$ cat src/design/cbhd_defines.svh
`ifndef CBHD_DEFINES_SVH
`define CBHD_DEFINES_SVH

// Operation codes in the low bits of byte 0; the legacy code is the whole byte
`define CBHD_OP_INIT 3'h0
`define CBHD_OP_TGT 3'h1
`define CBHD_OP_INIT_SG 3'h2
`define CBHD_OP_INIT_RES 3'h3
`define CBHD_OP_SG_RES 3'h4
`define CBHD_OP_LEGACY_RST 8'h81

// Byte 0 field positions
`define CBHD_B0_RST 7
`define CBHD_B0_HOLD 6
`define CBHD_B0_NORETRY 5
`define CBHD_B0_OP_HI 2

// Byte 1 field positions
`define CBHD_B1_ID_HI 7
`define CBHD_B1_ID_LO 5
`define CBHD_B1_OUT 4
`define CBHD_B1_IN 3
`define CBHD_B1_LUN_HI 2

// Adapter status codes
`define CBHD_HS_OK 8'h00
`define CBHD_HS_OVERRUN 8'h12
`define CBHD_HS_BAD_OP 8'h16
`define CBHD_HS_BAD_PARAM 8'h18
`define CBHD_HS_BYTE 14

// Target status codes
`define CBHD_TS_GOOD 8'h00
`define CBHD_TS_BUSY 8'h08

// Busy retry delay
`define CBHD_CLK_HZ 50000000
`define CBHD_RETRY_MS 700
`define CBHD_RETRY_CYC ((`CBHD_CLK_HZ / 1000) * `CBHD_RETRY_MS)

`endif

$ cat src/design/cbhd_pkg.sv
package cbhd_pkg;

   // Decoder sequence, one-hot
   typedef enum logic [4:0] {
      CBHD_IDLE = 5'h01,
      CBHD_EXEC = 5'h02,
      CBHD_WAIT = 5'h04,
      CBHD_RETRY = 5'h08,
      CBHD_DONE = 5'h10
   } cbhd_state_t;

   // Dispatched action
   typedef enum logic [2:0] {
      CBHD_ACT_NONE = 3'h0,
      CBHD_ACT_INIT = 3'h1,
      CBHD_ACT_SG = 3'h2,
      CBHD_ACT_TGT = 3'h3,
      CBHD_ACT_DEVRST = 3'h4,
      CBHD_ACT_ABORT_RST = 3'h5
   } cbhd_act_t;

   typedef struct packed {
      cbhd_state_t st;
      cbhd_act_t act;
      logic [31:0] wait_cnt;
      logic no_retry;
      logic exec_start;
      logic hold_conn;
      logic residual;
      logic [2:0] dev_id;
      logic [2:0] lun;
      logic dir_in;
      logic dir_out;
      logic len_check;
      logic no_xfer;
      logic [7:0] cdb_len;
      logic done;
      logic [7:0] adapter_status;
      logic [7:0] target_status;
      logic [7:0] status_index;
      logic busy;
   } cbhd_regs_t;

endpackage

$ cat src/design/cbhd_decoder.sv
// Behaviour
// - Operation codes 00h to 04h are accepted as valid.
// - No-retry clear retries busy; set reports busy in target status byte.
// - Wait about 700 ms between busy retries; no new block is taken until this one completes.
// - Hold flag forbids disconnection if target allows it; else per-target config.
// - Device reset flag sends bus device reset to target, other flags ignored.
// - Codes 00h and 03h execute the descriptor; 03h returns residual length.
// - Code 01h services target mode; without target mode status is 18h.
// - Codes 02h and 04h execute with a scatter/gather segment list.
// - Legacy code 81h aborts target tasks and sends bus device reset.
// - Any other code completes the block with status 16h.
// - Address bits 7-5 name target, or initiator for a target block.
// - Target block with direction bits equal completes with status 18h.
// - Initiator direction comes from the command; both bits set means no transfer.
// - Only bit 3 set means inbound transfer from the SCSI device.
// - Either direction bit on initiator checks length; overrun gives status 12h.
// - Both bits clear: media over/underrun completes without error.
// - Address bits 2-0 are the LUN placed in the identify message.
// - Byte 2 is the command descriptor length in bytes.
// - The whole first byte is also compared with the one legacy opcode, 81h.
// - Completion and error codes go to command block byte 14.
`timescale 1ns/1ns
`include "cbhd_defines.svh"

module cbhd_decoder #(
   parameter int unsigned RETRY_CYCLES = `CBHD_RETRY_CYC
) (
   input wire logic clock,
   input wire logic rst_n,
   input wire logic hdr_valid,
   input wire logic [7:0] hdr_byte0,
   input wire logic [7:0] hdr_byte1,
   input wire logic [7:0] hdr_byte2,
   input wire logic target_mode_en,
   input wire logic disc_enabled,
   input wire logic exec_done,
   input wire logic exec_busy,
   input wire logic exec_overrun,
   input wire logic exec_media,
   input wire logic [7:0] exec_tstatus,
   output logic busy,
   output logic exec_start,
   output cbhd_pkg::cbhd_act_t exec_action,
   output logic allow_disconnect,
   output logic residual_mode,
   output logic [2:0] dev_id,
   output logic [2:0] lun,
   output logic dir_in,
   output logic dir_out,
   output logic no_xfer,
   output logic [7:0] cdb_len,
   output logic done,
   output logic [7:0] status_index,
   output logic [7:0] adapter_status,
   output logic [7:0] target_status
);

   cbhd_pkg::cbhd_regs_t s_r;
   cbhd_pkg::cbhd_regs_t s_nxt;
   logic [2:0] op;
   logic legacy_rst;

   assign op = hdr_byte0[`CBHD_B0_OP_HI:0];
   assign legacy_rst = (hdr_byte0 == `CBHD_OP_LEGACY_RST);

   // Decode, dispatch and completion
   always_comb begin
      s_nxt = s_r;
      s_nxt.exec_start = 1'b0;
      s_nxt.done = 1'b0;
      unique case (s_r.st)
         cbhd_pkg::CBHD_IDLE: begin
            if (hdr_valid) begin
               s_nxt.busy = 1'b1;
               s_nxt.dev_id = hdr_byte1[`CBHD_B1_ID_HI:`CBHD_B1_ID_LO];
               s_nxt.lun = hdr_byte1[`CBHD_B1_LUN_HI:0];
               s_nxt.dir_in = hdr_byte1[`CBHD_B1_IN];
               s_nxt.dir_out = hdr_byte1[`CBHD_B1_OUT];
               s_nxt.cdb_len = hdr_byte2;
               s_nxt.no_retry = hdr_byte0[`CBHD_B0_NORETRY];
               s_nxt.hold_conn = hdr_byte0[`CBHD_B0_HOLD];
               s_nxt.residual = 1'b0;
               s_nxt.len_check = 1'b0;
               s_nxt.no_xfer = 1'b0;
               s_nxt.adapter_status = `CBHD_HS_OK;
               s_nxt.target_status = `CBHD_TS_GOOD;
               s_nxt.status_index = 8'(`CBHD_HS_BYTE);
               s_nxt.st = cbhd_pkg::CBHD_EXEC;
               s_nxt.exec_start = 1'b1;
               if (legacy_rst) begin
                  s_nxt.act = cbhd_pkg::CBHD_ACT_ABORT_RST;
                  s_nxt.hold_conn = 1'b0;
                  s_nxt.no_retry = 1'b1;
               end else if (hdr_byte0[`CBHD_B0_RST]) begin
                  s_nxt.act = cbhd_pkg::CBHD_ACT_DEVRST;
                  s_nxt.hold_conn = 1'b0;
                  s_nxt.no_retry = 1'b1;
               end else if (hdr_byte0[4:3] != 2'h0 || op > `CBHD_OP_SG_RES) begin
                  // Reserved bits set also make the opcode invalid
                  s_nxt.act = cbhd_pkg::CBHD_ACT_NONE;
                  s_nxt.adapter_status = `CBHD_HS_BAD_OP;
                  s_nxt.exec_start = 1'b0;
                  s_nxt.st = cbhd_pkg::CBHD_DONE;
               end else if (op == `CBHD_OP_TGT) begin
                  s_nxt.act = cbhd_pkg::CBHD_ACT_TGT;
                  if (!target_mode_en ||
                      hdr_byte1[`CBHD_B1_IN] == hdr_byte1[`CBHD_B1_OUT]) begin
                     s_nxt.adapter_status = `CBHD_HS_BAD_PARAM;
                     s_nxt.exec_start = 1'b0;
                     s_nxt.st = cbhd_pkg::CBHD_DONE;
                  end
               end else begin
                  // Codes 00h..04h other than target
                  s_nxt.act = (op == `CBHD_OP_INIT_SG || op == `CBHD_OP_SG_RES) ?
                     cbhd_pkg::CBHD_ACT_SG : cbhd_pkg::CBHD_ACT_INIT;
                  s_nxt.residual = (op == `CBHD_OP_INIT_RES || op == `CBHD_OP_SG_RES);
                  s_nxt.len_check = hdr_byte1[`CBHD_B1_IN] | hdr_byte1[`CBHD_B1_OUT];
                  s_nxt.no_xfer = hdr_byte1[`CBHD_B1_IN] & hdr_byte1[`CBHD_B1_OUT];
               end
            end
         end
         cbhd_pkg::CBHD_EXEC: begin
            if (exec_done) begin
               s_nxt.target_status = exec_tstatus;
               if (exec_busy && !s_r.no_retry) begin
                  s_nxt.wait_cnt = 32'(RETRY_CYCLES - 1);
                  s_nxt.st = cbhd_pkg::CBHD_WAIT;
               end else begin
                  // Busy with no-retry falls through and reports it
                  if (exec_overrun && s_r.len_check && !exec_media)
                     s_nxt.adapter_status = `CBHD_HS_OVERRUN;
                  else if (exec_overrun && s_r.len_check)
                     s_nxt.adapter_status = `CBHD_HS_OVERRUN;
                  else
                     s_nxt.adapter_status = `CBHD_HS_OK;
                  s_nxt.st = cbhd_pkg::CBHD_DONE;
               end
            end
         end
         cbhd_pkg::CBHD_WAIT: begin
            // Executor gets no start during the wait; no other block is taken
            if (s_r.wait_cnt == 32'h0)
               s_nxt.st = cbhd_pkg::CBHD_RETRY;
            else
               s_nxt.wait_cnt = s_r.wait_cnt - 32'h1;
         end
         cbhd_pkg::CBHD_RETRY: begin
            s_nxt.exec_start = 1'b1;
            s_nxt.st = cbhd_pkg::CBHD_EXEC;
         end
         cbhd_pkg::CBHD_DONE: begin
            s_nxt.done = 1'b1;
            s_nxt.busy = 1'b0;
            s_nxt.st = cbhd_pkg::CBHD_IDLE;
         end
         default: s_nxt.st = cbhd_pkg::CBHD_IDLE;
      endcase
   end

   // State register
   always_ff @(posedge clock or negedge rst_n) begin
      if (!rst_n) begin
         s_r <= '{st: cbhd_pkg::CBHD_IDLE, act: cbhd_pkg::CBHD_ACT_NONE,
                  target_status: `CBHD_TS_GOOD, adapter_status: `CBHD_HS_OK,
                  default: '0};
      end else begin
         s_r <= s_nxt;
      end
   end

   // Register-driven outputs
   always_ff @(posedge clock or negedge rst_n) begin
      if (!rst_n) begin
         allow_disconnect <= 1'b0;
         dir_in <= 1'b0;
         dir_out <= 1'b0;
      end else begin
         allow_disconnect <= disc_enabled & ~s_nxt.hold_conn;
         dir_in <= s_nxt.dir_in & ~s_nxt.dir_out;
         dir_out <= s_nxt.dir_out & ~s_nxt.dir_in;
      end
   end

   assign busy = s_r.busy;
   assign exec_start = s_r.exec_start;
   assign exec_action = s_r.act;
   assign residual_mode = s_r.residual;
   assign dev_id = s_r.dev_id;
   assign lun = s_r.lun;
   assign no_xfer = s_r.no_xfer;
   assign cdb_len = s_r.cdb_len;
   assign done = s_r.done;
   assign status_index = s_r.status_index;
   assign adapter_status = s_r.adapter_status;
   assign target_status = s_r.target_status;

   // Helper terms for the dispatch checks
   logic take_now;
   logic clean_op;
   assign take_now = hdr_valid && s_r.st == cbhd_pkg::CBHD_IDLE;
   // Opcode in range; reset flags and reserved bits excluded
   assign clean_op = take_now && !legacy_rst && !hdr_byte0[`CBHD_B0_RST] &&
      hdr_byte0[4:3] == 2'h0 && op <= `CBHD_OP_SG_RES;
endmodule

$ cat config.mk
export PLATFORM = sky130hd
export DESIGN_NAME = cbhd_decoder
export DESIGN_NICKNAME = d
export VERILOG_FILES = /design/src/design/cbhd_pkg.sv /design/src/design/cbhd_decoder.sv
export VERILOG_INCLUDE_DIRS = /design/src /design/src/design
export SDC_FILE = /design/constraint.sdc
export NUM_CORES = 1
export LEC_CHECK = 0
export BUFFER_PORTS_ARGS = -buffer_cell sky130_fd_sc_hd__buf_2
export CAP_MARGIN = 20
export CORE_MARGIN = 10
export CORE_UTILIZATION = 55
export DETAILED_ROUTE_END_ITERATION = 16
export GPL_TIMING_DRIVEN = 0
export PLACE_DENSITY_LB_ADDON = 0.25
export SYNTH_ARGS = -nofsm -noshare
export SYNTH_HDL_FRONTEND = slang
export SYNTH_SLANG_ARGS = --single-unit
$ cat constraint.sdc
create_clock -name clock -period 2.85 [get_ports clock]
set_input_delay 0.1425 -clock clock [delete_from_list [all_inputs] [get_ports clock]]
set_output_delay 0.1425 -clock clock [all_outputs]
set_load 0.02 [all_outputs]
==> results of run 1 <==
==> repair_timing <==
item	CTS	global route
gates cloned	0	0
pin swaps	0	2
hold buffers	19	0
buffers inserted	0	6
resized for setup	1	0
endpoints found under the setup margin	3	11
hold endpoints to repair	48	0
==> sequential cells by signal, summed over array words and instances (netlist names), 3 cells and up <==
register,flops
s_r,42
cdb_len,8
target_status,8
adapter_status,4
dev_id,3
exec_action,3
lun,3
==> through the flow <==
step	instance area (sq um)	setup TNS [ns]
global placement	4810	-0.0177
global route	5300	-0.0169
finish	5300	0
floorplan	4280	0
detailed placement	4840	-0.119
CTS	5260	0
==> how the worst min path moves through the flow <==
stage	slack [ns]	startpoint	cells past startpoint	to
detailed placement	0.11	rst_n	1	exec_action[0]
CTS	0.005	exec_tstatus[6]	2	target_status[6]
floorplan	-0.15	rst_n	0	adapter_status[1]
finish	0.01	exec_tstatus[6]	2	target_status[6]
global placement	0.33	hdr_byte2[5]	3	cdb_len[5]
global route	0.004	exec_tstatus[6]	2	target_status[6]
==> worst max-delay path: cells and delay by family (launching register included) <==
family	cells	cell delay (ns)
buffers and inverters	1	0.38
AND/OR/NAND/NOR	5	1.83
flip-flops	1	0.42
==> Yosys cell counts (8+ instances only) <==
cell type / instances
nor2_1: 31
nand2b_1: 8
inv_1: 8
clkbuf_1: 11
o31ai_1: 10
nor3_1: 11
o21ai_0: 17
a21oi_1: 13
dfrtp_1: 79
a31oi_1: 8
nand4_1: 9
or3_1: 9
a22o_1: 10
or4_1: 10
nand2_1: 71
buf_4: 41
==> area by class of cell <==
| type | count | area [sq um] | share of cell area, % |
|---|---|---|---|
| Multi-Input combinational cell | 306 | 1860 | 35.1 |
| Timing Repair Buffer | 105 | 661 | 12.5 |
| Tap cell | 102 | 128 | 2.41 |
| Buffer | 57 | 392 | 7.39 |
| Clock inverter | 6 | 92.6 | 1.75 |
| Inverter | 9 | 35.0 | 0.661 |
| Sequential cell | 80 | 2000 | 37.8 |
| Clock buffer | 10 | 128 | 2.41 |
==> kinds of logic (layout without fill, tap and decap cells) <==
family	Yosys count	after routing	share of synthesized area (%)
AND/OR/NAND/NOR	203	203	26.6
AO/OA/AOI/OAI	86	86	14.2
flip-flops	80	80	47.1
buffers and inverters	66	187	10.0
multiplexers	4	4	0.971
adder cells (fa/ha/maj)	3	3	0.883
other	1	9	0.0882
XOR/XNOR	1	1	0.206
==> routing by layer <==
| metal | GRT usage, % | vias to the layer above | share of wire (%) |
|---|---|---|---|
| met5 | 0 | - | 0 |
| met4 | 7.16 | 0 | 2.4 |
| met3 | 4.10 | 29 | 6.2 |
| met2 | 32.3 | 156 | 50 |
| met1 | 23.0 | 1848 | 42 |
| li1 | - | 1811 | - |
==> placed cells by master, fill, tap and decap left out, types with 8 or more instances in the layout <==
cell type and n:
buf_2 79, dfrtp_1 79, nand2_1 71, buf_4 48, nor2_1 31, dlygate4sd3_1 19
o21ai_0 17, a21oi_1 13, clkbuf_1 12, nor3_1 11, a22o_1 10, or4_1 10
o31ai_1 10, or3_1 9, nand4_1 9, conb_1 9, clkbuf_8 9, inv_1 8
a31oi_1 8, nand2b_1 8
==> power groups by stage <==
stage | sequential, uW | clock, uW | combinational (uW)
floorplan | 1720 | 0 | 1120
global placement | 1720 | 0 | 1500
detailed placement | 1740 | 0 | 1560
CTS | 1720 | 947 | 1600
global route | 1770 | 995 | 1760
finish | 1730 | 933 | 1590
==> results.ini, run 1 <==
[power_and_ir_drop]
pwr-share-clk_pct = 21.9
power_uw = 4250
p_switching_uw = 1580
p_int_uw = 2670
p_per_area_mw_per_mm2 = 802
swShare_pct = 37.3
p_comb_share_pct = 37.4
ir_drop_v = 0.000459
leakagePower_uw = 0.00256
p_seq_share_pct = 40.6

[cells_and_area]
antenna_cells = 0
area_growth_pct = 24.6
finalNonFillerCells = 675
utilization_pct = 69.7
nFillCells = 611
layout-drive-gt1-share_pct = 28.4
finalNetCount = 612

[setup_path]
worstPathArrival_ns = 2.98
rr_endpoint = s_r[66]
max_stage_delay_ns = 0.63
cp-endpoint = s_r[66]
path_max_fanout = 10
regToRegStartpoint = s_r[72]
end_kind = flip-flop
crit_chain = or4_1 -> nor3b_2 -> and3_1 -> clkbuf_1 -> nor4_1 -> or3_1
worstSetupStartpointType = flip-flop
startpoint = s_r[72]
worst-r2r-setup-slack_ns = 0.10
slowest_stage = or4_1
r2r.worst_path.cells = 6
critPathKind = reg -> reg
required_ns = 3.08

[placed_design]
gp_congestion = 0.893
numPortBuffers = 79
place_ws_ns = -0.0609
dp_cells = 634
dp_hpwl_mm = 7.70

[routing]
num_vias = 3844
dr.pass1.iters = 4
drt_iter0_drc = 212
vias_per_cell = 5.69
wl_per_cell_um = 16.3
wirelength_mm = 11.0
drc = 0
ant_nets = 0

[synth]
synth.largest_area_cell = dfrtp_1
ys.flop_type = dfrtp_1
yosysWarnings = 0
ys_seq_area_share_pct = 47.1
synth_edf_count = 0
synth_cell_types = 60
syn-instance-count = 444
synthesis.area_sq_mm = 0.00425
synth.avg_cell_area_sq_um = 9.58
synth_area_leaders = dfrtp_1 46%, buf_4 7.2%, nand2_1 6.3%
synth_top_area_share_pct = 46.5
synthArstFlopShare_pct = 100
synth-seq-cells = 80

[die]
die_x_um = 108
die_area_sq_mm = 0.0117
die_h_um = 108
ios = 90
core_sq_mm = 0.00761
rows = 32
start_util_pct = 55.9

[clock_tree]
clk_latency_ns = 0.36
cts_sinks = 80
cts_tree = yes
h-tree-depth = 3
clock_path_buffers = 2
cts-root-buf = clkbuf_8
path_clk_slew_ns = 0.08
numCtsBuffers = 9

[sta]
setup_ws_ns = 0.103
max_slew_margin_pct = 54.8
hold_viol = 0
tightest_slew_ns = 0.675
fin_skew_ns = 0.0147
fin_crit_sh_pct = 96.4
fin_crit_ns = 2.75
finalMaxSlewViolations = 0
finalSetupViolCount = 0
fin_hold_ws_ns = 0.0101
max_freq_mhz = 364

[global_routing]
grt_max_degree = 50
grt_pass1_vias = 3812
grt_pass1_wl_mm = 18.0
grt_antenna_before_repair = 0
grt_use_total_pct = 18.9
gr-total-overflow = 0

[worst_hold_path]
hp-class = in -> reg

[run_status]
outcome = complete, no violations

[run]
drv_cap = 0

(Power assumes the default switching activity.)
==> run 2, diff against run 1 <==
- CORE_UTILIZATION: 55 -> 59
- clock period: 2.85 -> 3.3 ns (I/O delays scaled with it)
==> run 2 against run 1 <==
- cell count fell by 3.6%
- clock skew fell by 0.0032 ns
- worst setup slack improved by 0.42 ns
- hold slack got worse by 0.0021 ns
- core utilization rose by 4.1 points
- via count fell by 5.8%
- largest cell class unchanged
- highest routed layer unchanged
==> results.ini, run 2 (synthesis results as in run 1) <==
[sta]
max_slew_margin_pct = 56.8
tns_ns = 0
finalSetupViolCount = 0
fin_crit_ns = 2.78
grt_setup_unrepaired = no
tightest_slew_ns = 0.643
max_freq_mhz = 359
setup_ws_ns = 0.518
fin_crit_sh_pct = 84.3
fin_skew_ns = 0.0115
hold_viol = 0
finalMaxSlewViolations = 0

[setup_path]
path_max_fanout = 10
r2r.worst_path.cells = 8
crit_chain = or4_4 -> buf_6 -> nor4_4 -> nand4_4 -> clkinv_2 -> buf_6 -> nor3_1 -> or3b_1
required_ns = 3.54
cpMostUsedCell = buf_6
slowest_stage = nor4_4
worst-r2r-setup-slack_ns = 0.52
rr_endpoint = s_r[65]
worstPathArrival_ns = 3.02
worstSetupStartpointType = flip-flop
end_kind = flip-flop
critPathKind = reg -> reg
max_stage_delay_ns = 0.60
regToRegStartpoint = s_r[54]

[die]
rows = 30
die_area_sq_mm = 0.0110
start_util_pct = 61.6
die_x_um = 105
die_h_um = 105
ios = 90
core_sq_mm = 0.00691

[cells_and_area]
final_common_cell = buf_2
finalNetCount = 594
area_growth_pct = 19.7
largest_reg_flops = 42
layout-drive-gt1-share_pct = 28.6
largest-register = s_r
utilization_pct = 73.7
antenna_cells = 0
layout_common_cells = 80 x buf_2, 79 x dfrtp_1, 71 x nand2_1
finalNonFillerCells = 651

[power_and_ir_drop]
ir_drop_v = 0.000347
power_uw = 3570
leakagePower_uw = 0.00247
p_per_area_mw_per_mm2 = 702

[routing]
wirelength_mm = 10.2
drc = 0
num_vias = 3620
dr.pass1.iters = 5
vias_per_cell = 5.56
wl_per_cell_um = 15.6
drt_iter0_drc = 197
ant_nets = 0

[worst_hold_path]
hp-class = in -> reg
hold_end = cdb_len[0]
worstHoldStart = hdr_byte2[0]
worstHoldPathCells = 3

[run_status]
outcome = complete, no violations

[clock_tree]
cts_sinks = 80
cts_tree = yes
clock_path_buffers = 2
numCtsBuffers = 9
path_clk_slew_ns = 0.09
cts-root-buf = clkbuf_8
clk_latency_ns = 0.35
h-tree-depth = 3

[placed_design]
numPortBuffers = 79
dp_hpwl_mm = 7.42
gp_congestion = 0.903
dp_cells = 628
place_ws_ns = 0.343

[global_routing]
gr-total-overflow = 0
grt_pass1_vias = 3526
grt_pass1_wl_mm = 17.0
grt_max_degree = 43
grt_antenna_before_repair = 0
grt_use_total_pct = 18.2

[run]
drv_cap = 0

==> run 2: cell types whose count changed in the layout (fill, tap and decap cells not counted), sizes merged <==
cell         delta
bufinv          -1
dlygate4sd3    -13
inv             -1
clkinv          +1
buf             -5
clkbuf          +1
==> run 2: how the worst max path moves through the flow <==
stage / from / end / cells past startpoint
floorplan: s_r[54] / s_r[65] / 8
CTS: s_r[86] / s_r[77] / 5
detailed placement: s_r[86] / s_r[77] / 5
global route: s_r[48] / s_r[73] / 9
finish: s_r[54] / s_r[65] / 8
global placement: s_r[86] / s_r[77] / 5
==> run 2: what timing repair did <==
action | in CTS | in global routing
resized for setup | 0 | 0
endpoints found under the hold margin | 42 | 0
setup buffers | 0 | 0
hold buffers | 6 | 0
==> run 2: critical path: cells and delay by family, from the launching register on <==
kind,cells,cell delay [ns]
AND/OR/NAND/NOR,5,1.85
flip-flops,1,0.42
buffers and inverters,3,0.41
==> run 2: power by group <==
group,internal [uW],total [uW],switching [uW],leakage (uW)
clock,388,747,359,0.000101
sequential,1280,1490,211,0.00102
combinational,586,1340,756,0.00135
total,2250,3570,1330,0.00247
==> run 2: per-layer routing <==
layer / track usage [%] / wire, um
met5: 0 / 0
met4: 6.27 / 142
met3: 3.32 / 617
met2: 28.9 / 4790
met1: 24.3 / 4620
==> run 2: area by class of cell <==
type	instances	area, sq um
Sequential cell	80	2000
Buffer	57	392
Clock inverter	5	55.1
Tap cell	96	120
Timing Repair Buffer	87	483
Inverter	9	35.0
Clock buffer	11	151
Multi-Input combinational cell	306	1850
Fill cell	543	1810
==> run 2: through the flow <==
step | hold WS [ns] | area (sq um)
global placement | 0.355 | 4800
CTS | 0.00175 | 5090
detailed placement | 0.166 | 4820
finish | 0.00797 | 5090
floorplan | -0.131 | 4280
global route | 0.0175 | 5090
==> run 3, diff against run 2 <==
- ABC_AREA: default -> 1
- CORE_UTILIZATION: 59 -> 56
- clock period: 3.3 -> 2.8 ns (I/O delays scaled with it)
==> run 3 against run 2 <==
- cell count up 35%
- die area up 14%
- sequential cell count unchanged
- clock power up 29%
- sequential power up 16%
- synthesized cell count up 48%
- combinational power up 73%
- sequential share of layout area down 4.1 points
- largest cell class is now multi-input gates
- core utilization down 4.6 points
- fmax up 41%
- non-clock buffer count up 8
- global-route usage up 0.62 points
==> results.ini, run 3 <==
[run_status]
outcome = complete, no violations

[sta]
grt_setup_unrepaired = no
tns_ns = 0
finalSetupViolCount = 0
fin_crit_ns = 1.97
fin_skew_ns = 0.00932
max_freq_mhz = 507
max_slew_margin_pct = 61.8
hold_viol = 0
finalMaxSlewViolations = 0
fin_hold_ws_ns = 0.0278
tightest_slew_ns = 0.573
fin_crit_sh_pct = 70.4

[clock_tree]
numCtsBuffers = 9
cts_hold_buf = 16
cts_sinks = 80
cts_tree = yes
cts-resized-gates = 0
cts-root-buf = clkbuf_8
path_clk_slew_ns = 0.09
h-tree-depth = 3
postCtsSetupBuffers = 0
clk_latency_ns = 0.36
clock_path_buffers = 2

[synth]
synth_edf_count = 0
netlist_top_cells_count = 201 x nand2_1, 79 x dfrtp_1, 79 x nor2_1
synthArstFlopShare_pct = 100
ys.flop_type = dfrtp_1
synth.most_common_cell = nand2_1
synthesis.area_sq_mm = 0.00472
yosys-mux-area-fraction_pct = 0
synth_cell_types = 31
synth.avg_cell_area_sq_um = 7.20
ys_seq_area_share_pct = 42.5
synth.largest_area_cell = dfrtp_1
syn-instance-count = 655
synth_top_family_by_area = simple AND/OR/NAND/NOR gates
synth_top_area_share_pct = 41.9
synth-seq-cells = 80
synth_area_leaders = dfrtp_1 42%, nand2_1 16%, buf_4 7.0%
synthAdderAreaFrac_pct = 0.796
yosysWarnings = 0
synthSimpleGateAreaFrac_pct = 32.8
synth_xor_area_share_pct = 2.04
synth_compound_area_share_pct = 6.47

[power_and_ir_drop]
ir_drop_v = 0.000597
leakagePower_uw = 0.00310
p_per_area_mw_per_mm2 = 883

[routing]
drc = 0
ant_nets = 0
num_vias = 4302
vias_per_cell = 4.89
dr.pass1.iters = 5
wirelength_mm = 11.9
drt_iter0_drc = 299
wl_per_cell_um = 13.6

[run]
drv_cap = 0

[die]
die_x_um = 112
die_h_um = 112
start_util_pct = 57.4
die_area_sq_mm = 0.0125
ios = 90
core_sq_mm = 0.00822
rows = 33

[global_routing]
grt_pass1_vias = 4066
grt_pass1_wl_mm = 19.6
grt_antenna_before_repair = 0
grt_use_total_pct = 18.8
gr-total-overflow = 0
grt_max_degree = 43

[setup_path]
crit_chain = inv_1 -> ha_1 -> nand2_2 -> nor2_2 -> nand2_1 -> nor2_4 -> nand2_2 -> nand2_4 -> inv_2 -> buf_6 -> nand2_1 -> nand2_1
required_ns = 3.05
end_kind = flip-flop
path_delay_family = simple AND/OR/NAND/NOR gates
critPathBufInv = 3
startpoint = s_r[48]
worstPathArrival_ns = 2.22
max_stage_delay_ns = 0.36
critPathKind = reg -> reg
worstSetupStartpointType = flip-flop
path_max_fanout = 10
regToRegStartpoint = s_r[48]
slowest_stage = dfrtp_1
cpMostUsedCell = nand2_1

[cells_and_area]
largest_reg_flops = 42
largest-register = s_r
antenna_cells = 0
utilization_pct = 69.1
area_growth_pct = 20.4
stdcell_area_sq_mm = 0.00568
finalNetCount = 814
layout-drive-gt1-share_pct = 22.3
finalNonFillerCells = 880
final_common_cell = nand2_1
layout_common_cells = 201 x nand2_1, 82 x buf_2, 79 x nor2_1, 79 x dfrtp_1, 77 x inv_1

[worst_hold_path]
hp-class = in -> reg
worstHoldStart = exec_tstatus[4]

[placed_design]
dp_hpwl_mm = 8.90
gp_congestion = 0.961
numPortBuffers = 79
dp_cells = 848
place_area_sq_mm = 0.00530

[run 3: path summary, 6_finish.rpt]
check	end	slack (ns)	cells past startpoint
max in group asynchronous	s_r[83]	1.84	3
min in group asynchronous	cdb_len[0]	0.29	2
hold / removal	target_status[4]	0.03	3
setup reg to reg	s_r[62]	0.83	12
setup / recovery	s_r[62]	0.83	12
hold reg to reg	cdb_len[5]	0.48	2
[run 3: cells by family after synthesis]
logic type / count (synthesis)
xor gates and xnor gates: 11
and+or+nand+nor: 367
other: 1
buffers and inverters: 136
AOI/OAI and AO/OA: 57
DFF: 80
adders and majority gates: 3
[run 3: routing by layer]
metal,vias to the layer above,global-route usage (%),routed length (um)
met1,1935,23.1,5230
met2,141,31.7,5710
met5,-,0,0
met3,20,4.08,815
met4,0,6.68,194
li1,2206,-,-
[run 3: per-stage QoR]
step                power [uW]  worst slack [ns]
floorplan                 3420              1.13
detailed placement        4050             0.832
global route              5390             0.644
finish                    5010             0.828
global placement          3980             0.855
CTS                       5030             0.808
[run 3: power by group]
part           leakage [uW]  internal, uW  total, uW  switching [uW]
clock              0.000107           531        962             431
combinational       0.00197           868       2320            1450
sequential          0.00103          1500       1730             231
[run 3: worst register-to-register path: stages (launching register included)]
cell     delay [ns]
dfrtp_1        0.36
inv_1          0.14
ha_1           0.32
nand2_2        0.16
nor2_2         0.15
nand2_1        0.10
nor2_4         0.12
nand2_2        0.08
nand2_4        0.11
inv_2          0.06
buf_6          0.14
nand2_1        0.08
nand2_1        0.04
[run 3: layout make-up]
type,count,area (sq um)
buffer,56,425
clock buffer,12,145
clock inverter,4,76.3
fill,716,2540
inverter,80,300
multi-input combinational,447,2020
sequential,80,2000
tap,105,131
timing repair buffer,96,578
